`src/rtl/rps_pkg.sv`:
```
// constants, types and register map of the rom port and reset strap block
package rps_pkg;
    // register byte offsets on the avalon slave
    localparam logic [4:0] RPS_OFF_CTRL   = 5'h00;
    localparam logic [4:0] RPS_OFF_STATUS = 5'h04;
    localparam logic [4:0] RPS_OFF_ADDR   = 5'h08;
    localparam logic [4:0] RPS_OFF_DATA   = 5'h0c;
    // control register bits (write 1 to act)
    localparam int RPS_CTRL_CLR_LOCK = 0;
    localparam int RPS_CTRL_PRELOAD  = 1;
    // status register bit positions
    localparam int RPS_ST_STRAP_LSB  = 0;
    localparam int RPS_ST_LOCKOUT    = 8;
    localparam int RPS_ST_BUSY       = 9;
    localparam int RPS_ST_PRE_OK     = 10;
    localparam int RPS_ST_PRE_ABORT  = 11;
    // strap positions on the shared rom bus
    localparam int RPS_PIN_ARB       = 7;
    localparam int RPS_PIN_CENTRAL   = 6;
    localparam int RPS_PIN_SCLK      = 5;
    localparam int RPS_PIN_ASYNC     = 4;
    localparam int RPS_PIN_LOCK      = 3;
    // serial rom lines on the shared rom bus
    localparam int RPS_PIN_SERIAL_ROM_DATA_FROM_ROM     = 2;
    localparam int RPS_PIN_SERIAL_ROM_DATA_TO_ROM     = 1;
    localparam int RPS_PIN_SERIAL_ROM_CLOCK_OUT     = 0;
    // clocks after reset release before the synchronised pins are valid
    localparam logic [1:0] RPS_CAP_WAIT    = 2'h2;
    // latch clock periods the data byte stands on the bus
    localparam logic [1:0] RPS_DATA_TICKS  = 2'h2;
    // serial preload enable pattern, first bit then second
    localparam logic [1:0] RPS_PRE_PATTERN = 2'h2;
    localparam logic [23:0] RPS_ADDR_RST   = 24'h000000;
    localparam logic [7:0]  RPS_DATA_RST   = 8'h00;

    // configuration taken from the bus just after primary reset is released
    typedef struct packed {
        logic arb_pin;     // low: internal arbiter off
        logic central_pin; // low: central function drives
        logic sclk_pin;    // low: secondary clock held low
        logic async_pin;   // high: asynchronous interfaces
        logic lock_pin;    // reset value of primary lockout
    } rps_strap_t;
    localparam rps_strap_t RPS_STRAP_RST = 5'h1f;

    typedef enum logic [2:0] {
        RPS_IDLE    = 3'b000,
        RPS_ADDR2   = 3'b001,
        RPS_ADDR1   = 3'b010,
        RPS_ADDR0   = 3'b011,
        RPS_DATA    = 3'b100,
        RPS_SR_LOW  = 3'b101,
        RPS_SR_HIGH = 3'b110,
        RPS_DONE    = 3'b111
    } rps_state_t;
endpackage

```
`src/rtl/rps_rom_port.sv`:
```
// rom port sequencer, serial preload check and reset strap capture
//
// The register addresses and the Avalon-MM slave port are this design's own decisions.
`timescale 1ns/100ps
// Summary of operation
// - parallel rom gets address bytes 23:16, 15:8, 7:0, then data byte.
// - serial rom uses bus bit 2 in, bit 1 out, bit 0 clock.
// - bus bits 7 to 3 are configuration straps captured as primary reset ends.
// - strap bit 7 low disables internal arbiter.
// - strap bit 6 low drives req64 and secondary bus low during secondary reset.
// - strap bit 5 low holds secondary clock low, else primary clock copy.
// - strap bit 4 high selects asynchronous interfaces, low synchronous.
// - strap bit 3 sets lockout reset value; software clears lockout.
// - preload proceeds only on pattern 10b, else stops at the first bit that differs.
// - bit 2 is sampled during first serial read, not at reset.
// - latch enable low from first address byte until last address byte.
// - latch clock output is system clock divided by two.
// - primary reset is asynchronous and sets all register state to its reset value.
module rps_rom_port (
    input  wire logic        clk_sys,
    input  wire logic        nrst,
    input  wire logic [4:0]  avs_address,
    input  wire logic        avs_read,
    input  wire logic        avs_write,
    input  wire logic [31:0] avs_writedata,
    output logic [31:0]      avs_readdata,
    output logic             avs_waitrequest,
    input  wire logic [7:0]  rom_ad_bus_i,
    output logic [7:0]       rom_ad_bus_o,
    output logic [7:0]       rom_ad_bus_oe,
    output logic             rom_address_latch_enable_n,
    output logic             rom_latch_clock,
    output logic             serial_rom_select,
    input  wire logic        sec_reset_active,
    output logic             secondary_req64_pin_o,
    output logic             secondary_req64_pin_oe,
    output logic             sec_bus_zero_oe,
    output logic             internal_arbiter_en,
    output logic             sec_clk_out_en,
    output logic             async_mode,
    output logic             primary_lockout
);
    import rps_pkg::*;

    logic [7:0]  pin_meta_reg, pin_sync_reg;
    logic        div_reg, div_next, tick;
    logic [1:0]  cap_cnt_reg, cap_cnt_next;
    logic        captured_reg, captured_next, lock_reg, lock_next;
    rps_strap_t  strap_reg, strap_next;
    logic        pre_req_reg, pre_req_next, pre_ok_reg, pre_ok_next;
    logic        pre_abort_reg, pre_abort_next, serial_reg, serial_next;
    rps_state_t  state_reg, state_next;
    logic        wr_dir_reg, wr_dir_next, bit_cnt_reg, bit_cnt_next;
    logic [1:0]  phase_reg, phase_next;
    logic [23:0] addr_reg, addr_next;
    logic [7:0]  wdata_reg, wdata_next, rdata_reg, rdata_next;
    logic        ack_reg, ack_next, ale_n_reg, ale_n_next, sr_sel_reg, sr_sel_next;
    logic [31:0] readdata_reg, readdata_next;
    logic [7:0]  bus_o_reg, bus_o_next;
    logic [7:0]  bus_oe_reg, bus_oe_next;
    logic        req, rom_acc, serial_rom_data_from_rom, wr_take, pre_set;

    // bus pins come from the board, so two flops before any use
    always_ff @(posedge clk_sys or negedge nrst) begin
        if (!nrst) begin
            pin_meta_reg <= 8'h00;
            pin_sync_reg <= 8'h00;
        end else begin
            pin_meta_reg <= rom_ad_bus_i;
            pin_sync_reg <= pin_meta_reg;
        end
    end

    assign serial_rom_data_from_rom = pin_sync_reg[RPS_PIN_SERIAL_ROM_DATA_FROM_ROM];
    assign req     = avs_read | avs_write;
    assign rom_acc = req && (avs_address == RPS_OFF_DATA);
    assign tick    = div_reg;
    assign wr_take = avs_write && ack_reg && !rom_acc; // write lands as waitrequest is low
    assign pre_set = wr_take && (avs_address == RPS_OFF_CTRL) && avs_writedata[RPS_CTRL_PRELOAD];

    // next state of straps, registers, bus slave and the rom sequencer
    always_comb begin
        div_next       = ~div_reg;
        cap_cnt_next   = cap_cnt_reg;
        captured_next  = captured_reg;
        strap_next     = strap_reg;
        lock_next      = lock_reg;
        pre_req_next   = pre_req_reg;
        pre_ok_next    = pre_ok_reg;
        pre_abort_next = pre_abort_reg;
        state_next     = state_reg;
        serial_next    = serial_reg;
        wr_dir_next    = wr_dir_reg;
        bit_cnt_next   = bit_cnt_reg;
        phase_next     = phase_reg;
        addr_next      = addr_reg;
        wdata_next     = wdata_reg;
        rdata_next     = rdata_reg;
        ack_next       = 1'b0;
        readdata_next  = readdata_reg;
        bus_o_next     = bus_o_reg;
        bus_oe_next    = bus_oe_reg;
        ale_n_next     = ale_n_reg;
        sr_sel_next    = sr_sel_reg;

        // bus is not driven until straps are in, so the resistors still set it
        if (!captured_reg) begin
            if (cap_cnt_reg == RPS_CAP_WAIT) begin
                strap_next    = pin_sync_reg[7:3];
                lock_next     = pin_sync_reg[RPS_PIN_LOCK];
                captured_next = 1'b1;
                pre_req_next  = 1'b1;
            end else begin
                cap_cnt_next = cap_cnt_reg + 2'h1;
            end
        end

        // plain register accesses answer after one wait cycle
        if (req && !ack_reg && !rom_acc) begin
            ack_next      = 1'b1;
            readdata_next = 32'h00000000;
            if (avs_address == RPS_OFF_STATUS) begin
                readdata_next[RPS_ST_STRAP_LSB +: 5] = strap_reg;
                readdata_next[RPS_ST_LOCKOUT]        = lock_reg;
                readdata_next[RPS_ST_BUSY]           = state_reg != RPS_IDLE;
                readdata_next[RPS_ST_PRE_OK]         = pre_ok_reg;
                readdata_next[RPS_ST_PRE_ABORT]      = pre_abort_reg;
            end else if (avs_address == RPS_OFF_ADDR) begin
                readdata_next = {8'h00, addr_reg};
            end
        end
        // writes land only in the cycle that waitrequest is low; a clear before capture is lost
        if (wr_take && avs_address == RPS_OFF_ADDR) begin
            addr_next = avs_writedata[23:0];
        end else if (wr_take && avs_address == RPS_OFF_CTRL) begin
            if (avs_writedata[RPS_CTRL_CLR_LOCK] && captured_reg) begin
                lock_next = 1'b0;
            end
        end
        if (pre_set) begin
            pre_req_next = 1'b1;
        end

        // sequencer steps on the latch clock so bytes meet its rising edge
        if (tick) begin
            case (state_reg)
                RPS_IDLE: begin
                    bus_oe_next = 8'h00;
                    if (captured_reg && pre_req_reg) begin
                        pre_req_next   = pre_set; // a request landing now is kept
                        pre_ok_next    = 1'b0;
                        pre_abort_next = 1'b0;
                        serial_next    = 1'b1;
                        bit_cnt_next   = 1'b0;
                        sr_sel_next    = 1'b1;
                        bus_o_next     = 8'h00;
                        bus_oe_next    = 8'h03;
                        state_next     = RPS_SR_LOW;
                    end else if (captured_reg && rom_acc && !ack_reg) begin
                        serial_next = 1'b0;
                        wr_dir_next = avs_write;
                        wdata_next  = avs_writedata[7:0];
                        bus_o_next  = addr_reg[23:16];
                        bus_oe_next = 8'hff;
                        ale_n_next  = 1'b0;
                        state_next  = RPS_ADDR2;
                    end
                end
                RPS_ADDR2: begin
                    bus_o_next = addr_reg[15:8];
                    state_next = RPS_ADDR1;
                end
                RPS_ADDR1: begin
                    bus_o_next = addr_reg[7:0];
                    state_next = RPS_ADDR0;
                end
                RPS_ADDR0: begin
                    ale_n_next  = 1'b1;
                    bus_o_next  = wr_dir_reg ? wdata_reg : 8'h00;
                    bus_oe_next = wr_dir_reg ? 8'hff : 8'h00;
                    phase_next  = 2'h0;
                    state_next  = RPS_DATA;
                end
                RPS_DATA: begin
                    if (phase_reg == RPS_DATA_TICKS - 2'h1) begin
                        rdata_next  = pin_sync_reg;
                        bus_oe_next = 8'h00;
                        state_next  = RPS_DONE;
                    end else begin
                        phase_next = phase_reg + 2'h1;
                    end
                end
                RPS_SR_LOW: begin
                    bus_o_next[RPS_PIN_SERIAL_ROM_CLOCK_OUT] = 1'b1;
                    state_next = RPS_SR_HIGH;
                end
                RPS_SR_HIGH: begin
                    bus_o_next[RPS_PIN_SERIAL_ROM_CLOCK_OUT] = 1'b0;
                    // bit 2 is looked at here only, never at reset
                    if (serial_rom_data_from_rom != RPS_PRE_PATTERN[~bit_cnt_reg]) begin
                        pre_abort_next = 1'b1;
                        state_next     = RPS_DONE;
                    end else if (bit_cnt_reg) begin
                        pre_ok_next = 1'b1;
                        state_next  = RPS_DONE;
                    end else begin
                        bit_cnt_next = 1'b1;
                        state_next   = RPS_SR_LOW;
                    end
                end
                RPS_DONE: begin
                    bus_oe_next = 8'h00;
                    sr_sel_next = 1'b0;
                    state_next  = RPS_IDLE;
                    if (!serial_reg) begin
                        ack_next      = 1'b1;
                        readdata_next = {24'h000000, wr_dir_reg ? wdata_reg : rdata_reg};
                    end
                end
                default: state_next = RPS_IDLE;
            endcase
        end
    end

    // all state takes its reset value on primary reset regardless of the clock
    always_ff @(posedge clk_sys or negedge nrst) begin
        if (!nrst) begin
            div_reg       <= 1'b0;
            cap_cnt_reg   <= 2'h0;
            captured_reg  <= 1'b0;
            strap_reg     <= RPS_STRAP_RST;
            lock_reg      <= 1'b0;
            pre_req_reg   <= 1'b0;
            pre_ok_reg    <= 1'b0;
            pre_abort_reg <= 1'b0;
            state_reg     <= RPS_IDLE;
            serial_reg    <= 1'b0;
            wr_dir_reg    <= 1'b0;
            bit_cnt_reg   <= 1'b0;
            phase_reg     <= 2'h0;
            addr_reg      <= RPS_ADDR_RST;
            wdata_reg     <= RPS_DATA_RST;
            rdata_reg     <= RPS_DATA_RST;
            ack_reg       <= 1'b0;
            readdata_reg  <= 32'h00000000;
            bus_o_reg     <= 8'h00;
            bus_oe_reg    <= 8'h00;
            ale_n_reg     <= 1'b1;
            sr_sel_reg    <= 1'b0;
        end else begin
            div_reg       <= div_next;
            cap_cnt_reg   <= cap_cnt_next;
            captured_reg  <= captured_next;
            strap_reg     <= strap_next;
            lock_reg      <= lock_next;
            pre_req_reg   <= pre_req_next;
            pre_ok_reg    <= pre_ok_next;
            pre_abort_reg <= pre_abort_next;
            state_reg     <= state_next;
            serial_reg    <= serial_next;
            wr_dir_reg    <= wr_dir_next;
            bit_cnt_reg   <= bit_cnt_next;
            phase_reg     <= phase_next;
            addr_reg      <= addr_next;
            wdata_reg     <= wdata_next;
            rdata_reg     <= rdata_next;
            ack_reg       <= ack_next;
            readdata_reg  <= readdata_next;
            bus_o_reg     <= bus_o_next;
            bus_oe_reg    <= bus_oe_next;
            ale_n_reg     <= ale_n_next;
            sr_sel_reg    <= sr_sel_next;
        end
    end

    // pins and configuration levels; before capture the straps read as pulled high
    assign avs_waitrequest            = req && !ack_reg;
    assign avs_readdata               = readdata_reg;
    assign rom_ad_bus_o               = bus_o_reg;
    assign rom_ad_bus_oe              = bus_oe_reg;
    assign rom_address_latch_enable_n = ale_n_reg;
    assign rom_latch_clock            = div_reg;
    assign serial_rom_select          = sr_sel_reg;
    assign internal_arbiter_en        = strap_reg.arb_pin;
    assign sec_clk_out_en             = strap_reg.sclk_pin;
    assign async_mode                 = strap_reg.async_pin;
    assign primary_lockout            = lock_reg;
    // central resource parks req64 asserted and the bus at zero in secondary reset
    assign secondary_req64_pin_o      = 1'b0;
    assign secondary_req64_pin_oe     = sec_reset_active && !strap_reg.central_pin;
    assign sec_bus_zero_oe            = sec_reset_active && !strap_reg.central_pin;

    // checks on the sequencer and the strap holding
    chk_latch_enable_low: assert property (@(posedge clk_sys) disable iff (!nrst)
        (state_reg == RPS_ADDR2 || state_reg == RPS_ADDR1) |-> !rom_address_latch_enable_n)
        else $error("latch enable high during address bytes");
    chk_latch_clock_div: assert property (@(posedge clk_sys) disable iff (!nrst)
        rom_latch_clock |=> !rom_latch_clock ##1 rom_latch_clock)
        else $error("latch clock not half the system clock");
    chk_addr_byte_order: assert property (@(posedge clk_sys) disable iff (!nrst)
        (state_reg == RPS_ADDR2 && tick) |=> (rom_ad_bus_o == addr_reg[15:8])
        ##2 (rom_ad_bus_o == addr_reg[7:0]))
        else $error("address bytes out of order");
    chk_strap_hold: assert property (@(posedge clk_sys) disable iff (!nrst)
        captured_reg |=> $stable(strap_reg))
        else $error("strap changed after capture");
    chk_strap_taken: assert property (@(posedge clk_sys) disable iff (!nrst)
        (!captured_reg && cap_cnt_reg == RPS_CAP_WAIT)
        |=> (strap_reg == $past(pin_sync_reg[7:3])))
        else $error("strap not taken from the bus");
    chk_no_drive_reset: assert property (@(posedge clk_sys) disable iff (!nrst)
        !captured_reg |-> (rom_ad_bus_oe == 8'h00))
        else $error("bus driven before straps captured");
    chk_central_park: assert property (@(posedge clk_sys) disable iff (!nrst)
        (sec_reset_active && !strap_reg.central_pin) |-> secondary_req64_pin_oe
        && !secondary_req64_pin_o && sec_bus_zero_oe)
        else $error("central function not parked");
    chk_preload_abort: assert property (@(posedge clk_sys) disable iff (!nrst)
        (state_reg == RPS_SR_HIGH && tick && !bit_cnt_reg && !serial_rom_data_from_rom)
        |=> pre_abort_reg && state_reg == RPS_DONE)
        else $error("preload not stopped after first bit");
    chk_lockout_init: assert property (@(posedge clk_sys) disable iff (!nrst)
        $rose(captured_reg) |-> (primary_lockout == strap_reg.lock_pin))
        else $error("lockout not set from strap");
    chk_serial_lines: assert property (@(posedge clk_sys) disable iff (!nrst)
        serial_rom_select |-> (rom_ad_bus_oe[7:2] == 6'h00))
        else $error("serial mode drives parallel lines");
    cov_preload_ok: cover property (@(posedge clk_sys) disable iff (!nrst) $rose(pre_ok_reg));
    cov_preload_abort: cover property (@(posedge clk_sys) disable iff (!nrst) $rose(pre_abort_reg));
    cov_rom_write: cover property (@(posedge clk_sys) disable iff (!nrst)
        state_reg == RPS_DATA && wr_dir_reg);
    cov_rom_read: cover property (@(posedge clk_sys) disable iff (!nrst)
        state_reg == RPS_DONE && !serial_reg && !wr_dir_reg);
endmodule

```
`config.mk`:
```
export PLATFORM = sky130hd
export DESIGN_NAME = rps_rom_port
export DESIGN_NICKNAME = d
export VERILOG_FILES = /design/src/rtl/rps_pkg.sv /design/src/rtl/rps_rom_port.sv
export SDC_FILE = /design/constraint.sdc
export NUM_CORES = 1
export LEC_CHECK = 0
export ABC_AREA = 1
export BUFFER_PORTS_ARGS = -buffer_cell sky130_fd_sc_hd__clkbuf_2
export CAP_MARGIN = 40
export CORE_MARGIN = 10
export CORE_UTILIZATION = 43
export DETAILED_ROUTE_END_ITERATION = 10
export PLACE_DENSITY = 0.67
export SLEW_MARGIN = 20
export SYNTH_ARGS = -nofsm -noshare
export SYNTH_HDL_FRONTEND = slang
export SYNTH_SLANG_ARGS = --single-unit
export TNS_END_PERCENT = 10
```
`constraint.sdc`:
```
create_clock -name clk_sys -period 1.4 [get_ports clk_sys]
set_input_delay 0.07 -clock clk_sys [delete_from_list [all_inputs] [get_ports clk_sys]]
set_output_delay 0.07 -clock clk_sys [all_outputs]
set_load 0.01 [all_outputs]
```
==> metrics.csv, run 1 <==
metric,value,unit
Worst path max stage delay,440,ps
DR pass1 iterations,5,
Largest register FFs,32,
largest family of logic cells by synthesized area,simple AND/OR/NAND/NOR gates,
Final setup viols,6,
total track usage,17.9,%
Switching Share,32.4,%
area of the multi-input gates,2130,sq um
register area share after synthesis,55.2,%
crit path max fanout,17,
Switch Pwr,4.30,mW
register-to-register setup slack,-20,ps
Clock power frac,36.6,%
die area,17800,sq um
Fin. Hold Viols,0,
chip height,134,um
post-route setup TNS,-65.6,ps
crit path capture type,flip-flop,
R2R depth,6,
global route overflow,0,
outcome,finished with violations,
global-route wire length before repair,25.8,mm
RR Endpoint,wdata_reg[5]$_DFFE_PN0P_,
clk_skew,12.4,ps
crit share post-route,102,%
Fillers,1098,
Internal,8.98,mW
top-count cell post-synth,nand2_1,
CTS root buffer,clkbuf_16,
vias after detailed routing,5013,
Yosys warnings,0,
Finished Core Util,61.1,%
CP Launch Type,flip-flop,
Seq pwr share,35.0,%
fin. max-slew vios,0,
post-detailed-route wirelength per cell,15.8,um
clock transition at the registers of the reported paths,60,ps
Area Growth Syn to Fin,39.0,%
"most used cell, CP",nor2_4,
Mapped Cells,653,
CTS Buf Count,17,
Yosys top cell area share,52.3,%
initial antenna violation count,0,
CTS max path bufs,2,
Mean Syn Cell Area,8.50,sq um
mapped cell area,5550,sq um
largest net degree at the start of global routing,49,
mux contribution to synthesized area,0.180,%
Antenna Cells,0,
Netlist cell types,36,
largest cells by area after synthesis,"dfrtp_1, nand2_1, inv_1, a21oi_1, nand3_1",
clock tree from TritonCTS,yes,
Rows,41,
"Data arrival, critical path",1770,ps
"Net Count, Synth",706,
cell breakdown of the critical path,nor2_4 > nand4_1 > nor2_4 > buf_12 > nor2_1 > a21oi_1,
crit path max-delay cell type,dfrtp_2,
H-tree Lvls,4,
NumNets Final,875,
layout cells sized above 1,29.9,%
total of max-cap violations,0,
Vias/cell,4.98,
Inst Count DP,936,
post-synthesis compound-gate area fraction,10.1,%
RSZ-0062 raised after global routing,true,
peak supply drop,1.21,mV
Core Footprint,12600,sq um
Bufs and invs on worst path,1,
Post-synth top cells,"nand2_1, dfrtp_1, inv_1",
PnR worst setup slack,-23.3,ps
PwrDens,1720,nW/um^2
Synth Register Bits,122,
clk sinks,122,
cell taking the most area after synthesis,dfrtp_1,
Setup CP Type,flip-flop to flip-flop,
buffers added on ports,99,
Critical Path Sink,wdata_reg[5]$_DFFE_PN0P_,
FF-to-FF Start,state_reg[1]$_DFFE_PN0P_,
number of DRC markers in iteration 0,343,
Max Fclk,703,MHz
Initial Util,44.0,%
GPL Wtd Cong,0.900,
CP Data Required Time,1740,ps
pre-CTS WS,-48.6,ps
final WL,15.9,mm
I/O Pins,109,
xor and xnor fraction of the mapped netlist area,0.158,%
Comb power frac,28.4,%
Post-synth EDFFs,0,
Die W,134,um
DRT antenna net count,0,
failing checks,negative setup slack,
vias in the first global route,5201,
asr flop ratio synth,100,%
Synth Area in Adders,0.677,%
ys flop type,dfrtp_1,
Top delay family on crit path,simple AND/OR/NAND/NOR gates,
Seq. cell area,3060,sq um
Skew-Pair Late Insertion Delay,420,ps
DRC,0,
fin cells,1007,
min-delay worst type,input port to flip-flop,
LEAKAGE,4.01,nW
fin crit period,1420,ps
WP depth,6,
hpwl dp,11.4,mm
Setup crit start,state_reg[1]$_DFFE_PN0P_,
Post-Synth Simple-Gate Area,24.0,%
## layout by cell type (no fill, tap or decap), drive strengths merged
master       instances
a21oi               54
a31oi                1
buf                 51
bufinv               5
clkbuf             116
clkinv               3
clkinvlp             4
conb                 1
dfrtp              116
dfstp                6
dlygate4sd3         33
ha                   3
inv                 89
mux2i                1
nand2              158
nand3               46
nand3b               1
nand4               18
nor2                61
nor3                15
o211ai               1
o21ai               47
o22ai                3
or2                  1
xor2                 1
## area by class of cell
type / instances / share of cell area, %
Multi-Input combinational cell: 412 / 27.6
Inverter: 88 / 4.36
Timing Repair Buffer: 181 / 17.0
Sequential cell: 122 / 39.7
Tap cell: 172 / 2.79
Clock buffer: 19 / 5.74
Clock inverter: 13 / 2.79
## power by group through the flow
stage	clock (mW)	sequential, mW	combinational (mW)
after global placement	0	4.64	3.18
after CTS	4.93	4.61	3.45
after detailed placement	0	4.65	3.26
after floorplan	0	4.67	1.92
after global routing	5.08	4.71	4.17
final	4.86	4.64	3.77
## kinds of logic (layout without fill, tap and decap cells)
| group | Yosys count | count (layout) |
|---|---|---|
| buffers and inverters | 119 | 301 |
| and+or+nand+nor | 300 | 300 |
| other | 1 | 1 |
| adders and majority gates | 3 | 3 |
| DFF | 122 | 122 |
| muxes | 1 | 1 |
| xor gates and xnor gates | 1 | 1 |
| AOI/OAI and AO/OA | 106 | 106 |
## repair_timing
action | CTS | global route
hold endpoints to repair | 158 | 0
endpoints found under the setup margin | 39 | 74
pin swaps | 5 | 15
gates resized for setup | 20 | 51
setup buffers | 3 | 3
hold buffers | 33 | 0
## stage by stage
step	total power [mW]	hold slack, ps	area [sq um]
2_1_floorplan	6.59	-226	5550
3_3_place_gp	7.81	-6.34	6440
3_5_place_dp	7.91	1.11	6440
4_1_cts	13.0	24.1	7530
5_1_grt	14.0	68.8	7710
6_report	13.3	44.9	7710
## layer usage
metal  vias up  global-route usage (%)  wire (um)
met3        29                    5.11        911
met1      2407                    20.4       6510
met2       142                    30.5       8040
li1       2435                       -          -
met5         -                       0          0
met4         0                    7.98        422
## worst min-delay path: cells and delay by family
kind,cells,cell delay [ps]
buffers and inverters,2,220
and+or+nand+nor,2,130
## how the worst min path moves through the flow
stage / from / to / slack, ps / depth (start not counted)
3_5_place_dp: nrst / pin_meta_reg[3]$_DFF_PN0_ / 1 / 1
2_1_floorplan: nrst / ack_reg$_DFF_PN0_ / -230 / 0
6_report: avs_write / wr_dir_reg$_DFFE_PN0P_ / 40 / 4
3_3_place_gp: nrst / pin_meta_reg[3]$_DFF_PN0_ / -6 / 1
5_1_grt: avs_address[2] / rom_ad_bus_oe[6]$_DFFE_PN0P_ / 70 / 5
4_1_cts: avs_write / wr_dir_reg$_DFFE_PN0P_ / 20 / 4
(Power assumes the default switching activity.)
==> inputs of run 2 (changes only) <==
--- a/config.mk
+++ b/config.mk
@@ -16,4 +16,4 @@
 export SYNTH_ARGS = -nofsm -noshare
 export SYNTH_HDL_FRONTEND = slang
 export SYNTH_SLANG_ARGS = --single-unit
-export TNS_END_PERCENT = 10
+export TNS_END_PERCENT = 5
==> run 2 against run 1 <==
The flow still finishes with violations (negative setup slack). Core utilization is 0.22 points lower. Combinational power hardly changed. First-iteration DRC count rose by 1.2%. Non-clock buffer count unchanged. Design area down 0.36%. Global-route usage about the same. Maximum frequency increased by 0.33%. Critical path depth unchanged.
==> metrics.csv, run 2 (same netlist as run 1, synthesis figures left out) <==
metric,value,unit
outcome,finished with violations,
failing checks,negative setup slack,
largest net degree at the start of global routing,49,
Core Footprint,12600,sq um
die area,17800,sq um
Seq pwr share,35.0,%
Internal,8.97,mW
DRC,0,
crit path capture type,flip-flop,
area of the multi-input gates,2100,sq um
DR pass1 iterations,5,
Vias/cell,5.02,
number of DRC markers in iteration 0,347,
Fillers,1104,
"Data arrival, critical path",1760,ps
final WL,15.9,mm
Tot Pwr,13.3,mW
CTS root buffer,clkbuf_16,
vias after detailed routing,5058,
Rows,41,
Finished Core Util,60.9,%
total of max-cap violations,0,
Max Fclk,705,MHz
clock tree from TritonCTS,yes,
fin. max-slew vios,0,
clock transition at the registers of the reported paths,60,ps
Die W,134,um
CP Data Required Time,1740,ps
clk sinks,122,
Antenna Cells,0,
fin crit period,1420,ps
NumNets Final,875,
peak supply drop,1.21,mV
buffers added on ports,99,
Comb power frac,28.4,%
post-detailed-route wirelength per cell,15.8,um
PnR worst setup slack,-18.6,ps
"commonest cells after routing, fill and taps aside","nand2_1, dfrtp_1, clkbuf_2",
crit path max-delay cell type,dfrtp_2,
global-route wire length before repair,25.8,mm
Final setup viols,4,
crit path max fanout,17,
Largest register FFs,32,
Worst Hold Launch,avs_write,
crit share post-route,101,%
DRT antenna net count,0,
Skew-Pair Late Insertion Delay,420,ps
Initial Util,44.0,%
Fin. Hold Viols,0,
pre-CTS WS,-48.6,ps
Switching Share,32.4,%
layout cells sized above 1,29.5,%
initial antenna violation count,0,
Top delay family on crit path,simple AND/OR/NAND/NOR gates,
chip height,134,um
FF-to-FF Start,state_reg[1]$_DFFE_PN0P_,
Worst path max stage delay,440,ps
Setup CP Type,flip-flop to flip-flop,
worst hold path endpoint,wr_dir_reg$_DFFE_PN0P_,
CP Launch Type,flip-flop,
min-delay worst type,input port to flip-flop,
Switch Pwr,4.29,mW
RR Endpoint,wdata_reg[5]$_DFFE_PN0P_,
R2R depth,6,
Inst Count DP,936,
Area Growth Syn to Fin,38.5,%
hpwl dp,11.4,mm
RSZ-0062 raised after global routing,true,
CTS Buf Count,17,
LEAKAGE,4.00,nW
I/O Pins,109,
"most used cell, CP",nor2_4,
Clock power frac,36.7,%
cell breakdown of the critical path,nor2_4 > nand4_1 > nor2_4 > buf_12 > nor2_1 > a21oi_1,
"most common cell after layout, fill and taps aside",nand2_1,
Min Hold Slack,46.3,ps
vias in the first global route,5198,
Bufs and invs on worst path,1,
Seq. cell area,3060,sq um
PwrDens,1730,nW/um^2
CTS max path bufs,2,
clk_skew,12.5,ps
register-to-register setup slack,-20,ps
global route overflow,0,
H-tree Lvls,4,
hold depth,4,
fin cells,1007,
total track usage,17.9,%
GPL Wtd Cong,0.900,
run 2: cell counts in the layout (fill, tap and decap cells not counted):
Identical to the previous run, type by type.
run 2: worst register-to-register path: stages, from the launching register on:
cell	delay [ps]
dfrtp_2	440
nor2_4	200
nand4_1	210
nor2_4	160
buf_12	160
nor2_1	70
a21oi_1	110
run 2: worst max-delay path by stage:
stage | from | endpoint | slack [ps] | cells past startpoint
after global routing | captured_reg$_DFF_PN0_ | rom_ad_bus_o[0]$_DFFE_PN0P_ | -130 | 8
after CTS | state_reg[0]$_DFFE_PN0P_ | avs_readdata[29]$_DFF_PN0_ | -50 | 8
after floorplan | state_reg[1]$_DFFE_PN0P_ | wdata_reg[7]$_DFFE_PN0P_ | -5 | 7
after detailed placement | state_reg[0]$_DFFE_PN0P_ | avs_readdata[2]$_DFF_PN0_ | -50 | 8
after global placement | state_reg[0]$_DFFE_PN0P_ | avs_readdata[2]$_DFF_PN0_ | -50 | 8
final | state_reg[1]$_DFFE_PN0P_ | wdata_reg[5]$_DFFE_PN0P_ | -20 | 6
run 2: repair_timing:
item / 4_1_cts / 5_1_grt
gates resized for setup: 20 / 44
gates cloned: 0 / 0
pin swaps: 3 / 13
endpoints found under the hold margin: 158 / 0
setup buffers: 3 / 3
hold buffers: 33 / 0
endpoints found under the setup margin: 39 / 74
run 2: per-stage QoR:
stage          cell area [sq um]  TNS (ps)
2_1_floorplan               5550     -4.61
3_3_place_gp                6440      -116
3_5_place_dp                6440      -533
4_1_cts                     7530      -531
5_1_grt                     7690     -1910
6_report                    7690     -37.5
run 2: cell type report:
class | instances | area share [%]
Clock inverter | 13 | 2.80
Inverter | 88 | 4.38
Sequential cell | 122 | 39.9
Clock buffer | 19 | 5.76
Tap cell | 172 | 2.80
Timing Repair Buffer | 181 | 17.1
Multi-Input combinational cell | 412 | 27.3
run 2: layer usage:
metal | wire length (um) | vias to the layer above | GRT usage (%) | part of all wire [%]
met5 | 0 | - | 0 | 0
met4 | 455 | 0 | 7.98 | 2.9
met3 | 933 | 34 | 5.11 | 5.9
met2 | 7990 | 163 | 30.5 | 50
met1 | 6500 | 2422 | 20.5 | 41
li1 | - | 2439 | - | -
run 2: power groups by stage:
stage	clock network, mW	logic, mW	registers (mW)
after floorplan	0	1.92	4.67
after global placement	0	3.18	4.64
after detailed placement	0	3.26	4.65
after CTS	4.93	3.45	4.61
after global routing	5.08	4.16	4.71
final	4.86	3.76	4.64
==> inputs of run 3 (changes only) <==
--- a/config.mk
+++ b/config.mk
@@ -8,10 +8,12 @@
 export ABC_AREA = 1
 export BUFFER_PORTS_ARGS = -buffer_cell sky130_fd_sc_hd__clkbuf_2
 export CAP_MARGIN = 40
+export CELL_PAD_IN_SITES_DETAIL_PLACEMENT = 1
+export CELL_PAD_IN_SITES_GLOBAL_PLACEMENT = 2
 export CORE_MARGIN = 10
-export CORE_UTILIZATION = 43
+export CORE_UTILIZATION = 29
 export DETAILED_ROUTE_END_ITERATION = 10
-export PLACE_DENSITY = 0.67
+export PLACE_DENSITY = 0.75
 export SLEW_MARGIN = 20
 export SYNTH_ARGS = -nofsm -noshare
 export SYNTH_HDL_FRONTEND = slang
==> run 3 against run 2 <==
The flow still finishes with violations (negative setup slack). Die area increased by 40%. Clock power decreased by 11%. Maximum frequency decreased by 4.9%.
==> metrics.csv, run 3 (same netlist as run 1, synthesis figures left out) <==
metric,value,unit
crit path max-delay cell type,dfrtp_1,
Rows,50,
LEAKAGE,4.01,nW
Core Footprint,18800,sq um
initial antenna violation count,0,
total track usage,15.2,%
clk sinks,122,
"most common cell after layout, fill and taps aside",nand2_1,
Finished Core Util,41.0,%
"commonest cells after routing, fill and taps aside","nand2_1, dfrtp_1, clkbuf_2",
global-route wire length before repair,29.7,mm
number of DRC markers in iteration 0,249,
Worst path max stage delay,410,ps
crit path max fanout,17,
hold depth,4,
"Data arrival, critical path",1820,ps
post-detailed-route wirelength per cell,17.2,um
Setup CP Type,flip-flop to flip-flop,
die area,25100,sq um
R2R depth,7,
buffers added on ports,99,
CTS root buffer,clkbuf_16,
min-delay worst type,input port to flip-flop,
H-tree Lvls,4,
failing checks,negative setup slack,
outcome,finished with violations,
vias after detailed routing,5071,
Inst Count DP,1009,
Initial Util,29.6,%
DR pass1 iterations,4,
fin. max-slew vios,0,
clock transition at the registers of the reported paths,50,ps
largest net degree at the start of global routing,83,
I/O Pins,109,
Area Growth Syn to Fin,38.7,%
GPL Wtd Cong,0.863,
Skew-Pair Late Insertion Delay,410,ps
Vias/cell,4.70,
Antenna Cells,0,
"most used cell, CP",nor2_4,
Largest register FFs,32,
crit share post-route,107,%
Die W,158,um
Fillers,2222,
CP Launch Type,flip-flop,
Top delay family on crit path,simple AND/OR/NAND/NOR gates,
CTS max path bufs,2,
DRC,0,
Post-DP Area,6590,sq um
final WL,18.6,mm
Fin. Hold Viols,0,
clk_skew,7.97,ps
hpwl dp,13.7,mm
RSZ-0062 raised after global routing,true,
cell breakdown of the critical path,buf_6 > nor2_4 > nand4_1 > nor2_4 > buf_12 > nor2_1 > a21oi_1,
total of max-cap violations,0,
PwrDens,1660,nW/um^2
vias in the first global route,5608,
clock tree from TritonCTS,yes,
global route overflow,0,
fin crit period,1490,ps
CTS Buf Count,17,
Max Fclk,671,MHz
Final Cell Area,7700,sq um
PnR worst setup slack,-91.4,ps
pre-CTS WS,-165,ps
Seq. cell area,3060,sq um
chip height,158,um
NumNets Final,884,
DRT antenna net count,0,
CP Data Required Time,1730,ps
area of the multi-input gates,2060,sq um
fin cells,1078,
crit path capture type,flip-flop,
Final setup viols,17,
Bufs and invs on worst path,2,
WP depth,7,
peak supply drop,0.799,mV
layout cells sized above 1,28.6,%
[run 3: cell count changes in the layout (fill, tap and decap cells not counted), sizes merged]
cell         delta
buf             +7
bufinv          -3
clkbuf          +3
clkinv          +5
dlygate4sd3     +1
inv             -4
[run 3: power by group]
part / leakage, nW / switching [mW] / internal, mW
Combinational: 2.18 / 2.27 / 1.55
Clock: 0.275 / 1.61 / 2.71
Sequential: 1.55 / 0.468 / 4.16
[run 3: stage by stage]
stage / total power, mW / hold slack [ps] / TNS [ps]
5_1_grt: 13.6 / 72.9 / -3810
2_1_floorplan: 6.59 / -226 / -4.61
3_5_place_dp: 8.16 / -109 / -2990
4_1_cts: 12.7 / 46.1 / -658
6_report: 12.8 / 72.5 / -750
3_3_place_gp: 8.00 / -111 / -1700
[run 3: area by class of cell]
class	count	share of cell area, %
Clock buffer	21	5.98
Inverter	88	4.36
Timing Repair Buffer	190	17.7
Clock inverter	11	1.59
Sequential cell	122	39.8
Multi-Input combinational cell	412	26.8
Tap cell	234	3.80
[run 3: worst paths after layout]
path,from,to,slack [ps]
max,state_reg[1]$_DFFE_PN0P_,wdata_reg[0]$_DFFE_PN0P_,-90
min,avs_write,wr_dir_reg$_DFFE_PN0P_,70
max reg2reg,state_reg[1]$_DFFE_PN0P_,wdata_reg[0]$_DFFE_PN0P_,-90
min reg2reg,pin_meta_reg[4]$_DFF_PN0_,pin_sync_reg[4]$_DFF_PN0_,350
max in group asynchronous,nrst,avs_readdata[27]$_DFF_PN0_,620
min in group asynchronous,nrst,avs_readdata[6]$_DFF_PN0_,260
[run 3: routing by layer]
metal | vias to the layer above | track usage, % | wire length [um]
met5 | - | 0 | 0
li1 | 2445 | - | -
met3 | 12 | 3.67 | 848
met4 | 0 | 4.90 | 207
met2 | 112 | 26.5 | 9680
met1 | 2502 | 18.0 | 7830
[run 3: worst reg2reg max path: cells and delay by family (launching register included)]
family	cells	cell delay (ps)
AO/OA/AOI/OAI	1	130
buffers and inverters	2	300
flip-flops	1	410
AND/OR/NAND/NOR	4	580
[run 3: what timing repair did]
item,in CTS,in global routing
gates resized for setup,22,27
buffers inserted,3,0
hold buffers,34,0
endpoints found under the setup margin,61,64
endpoints found under the hold margin,157,0
pin swaps,3,12
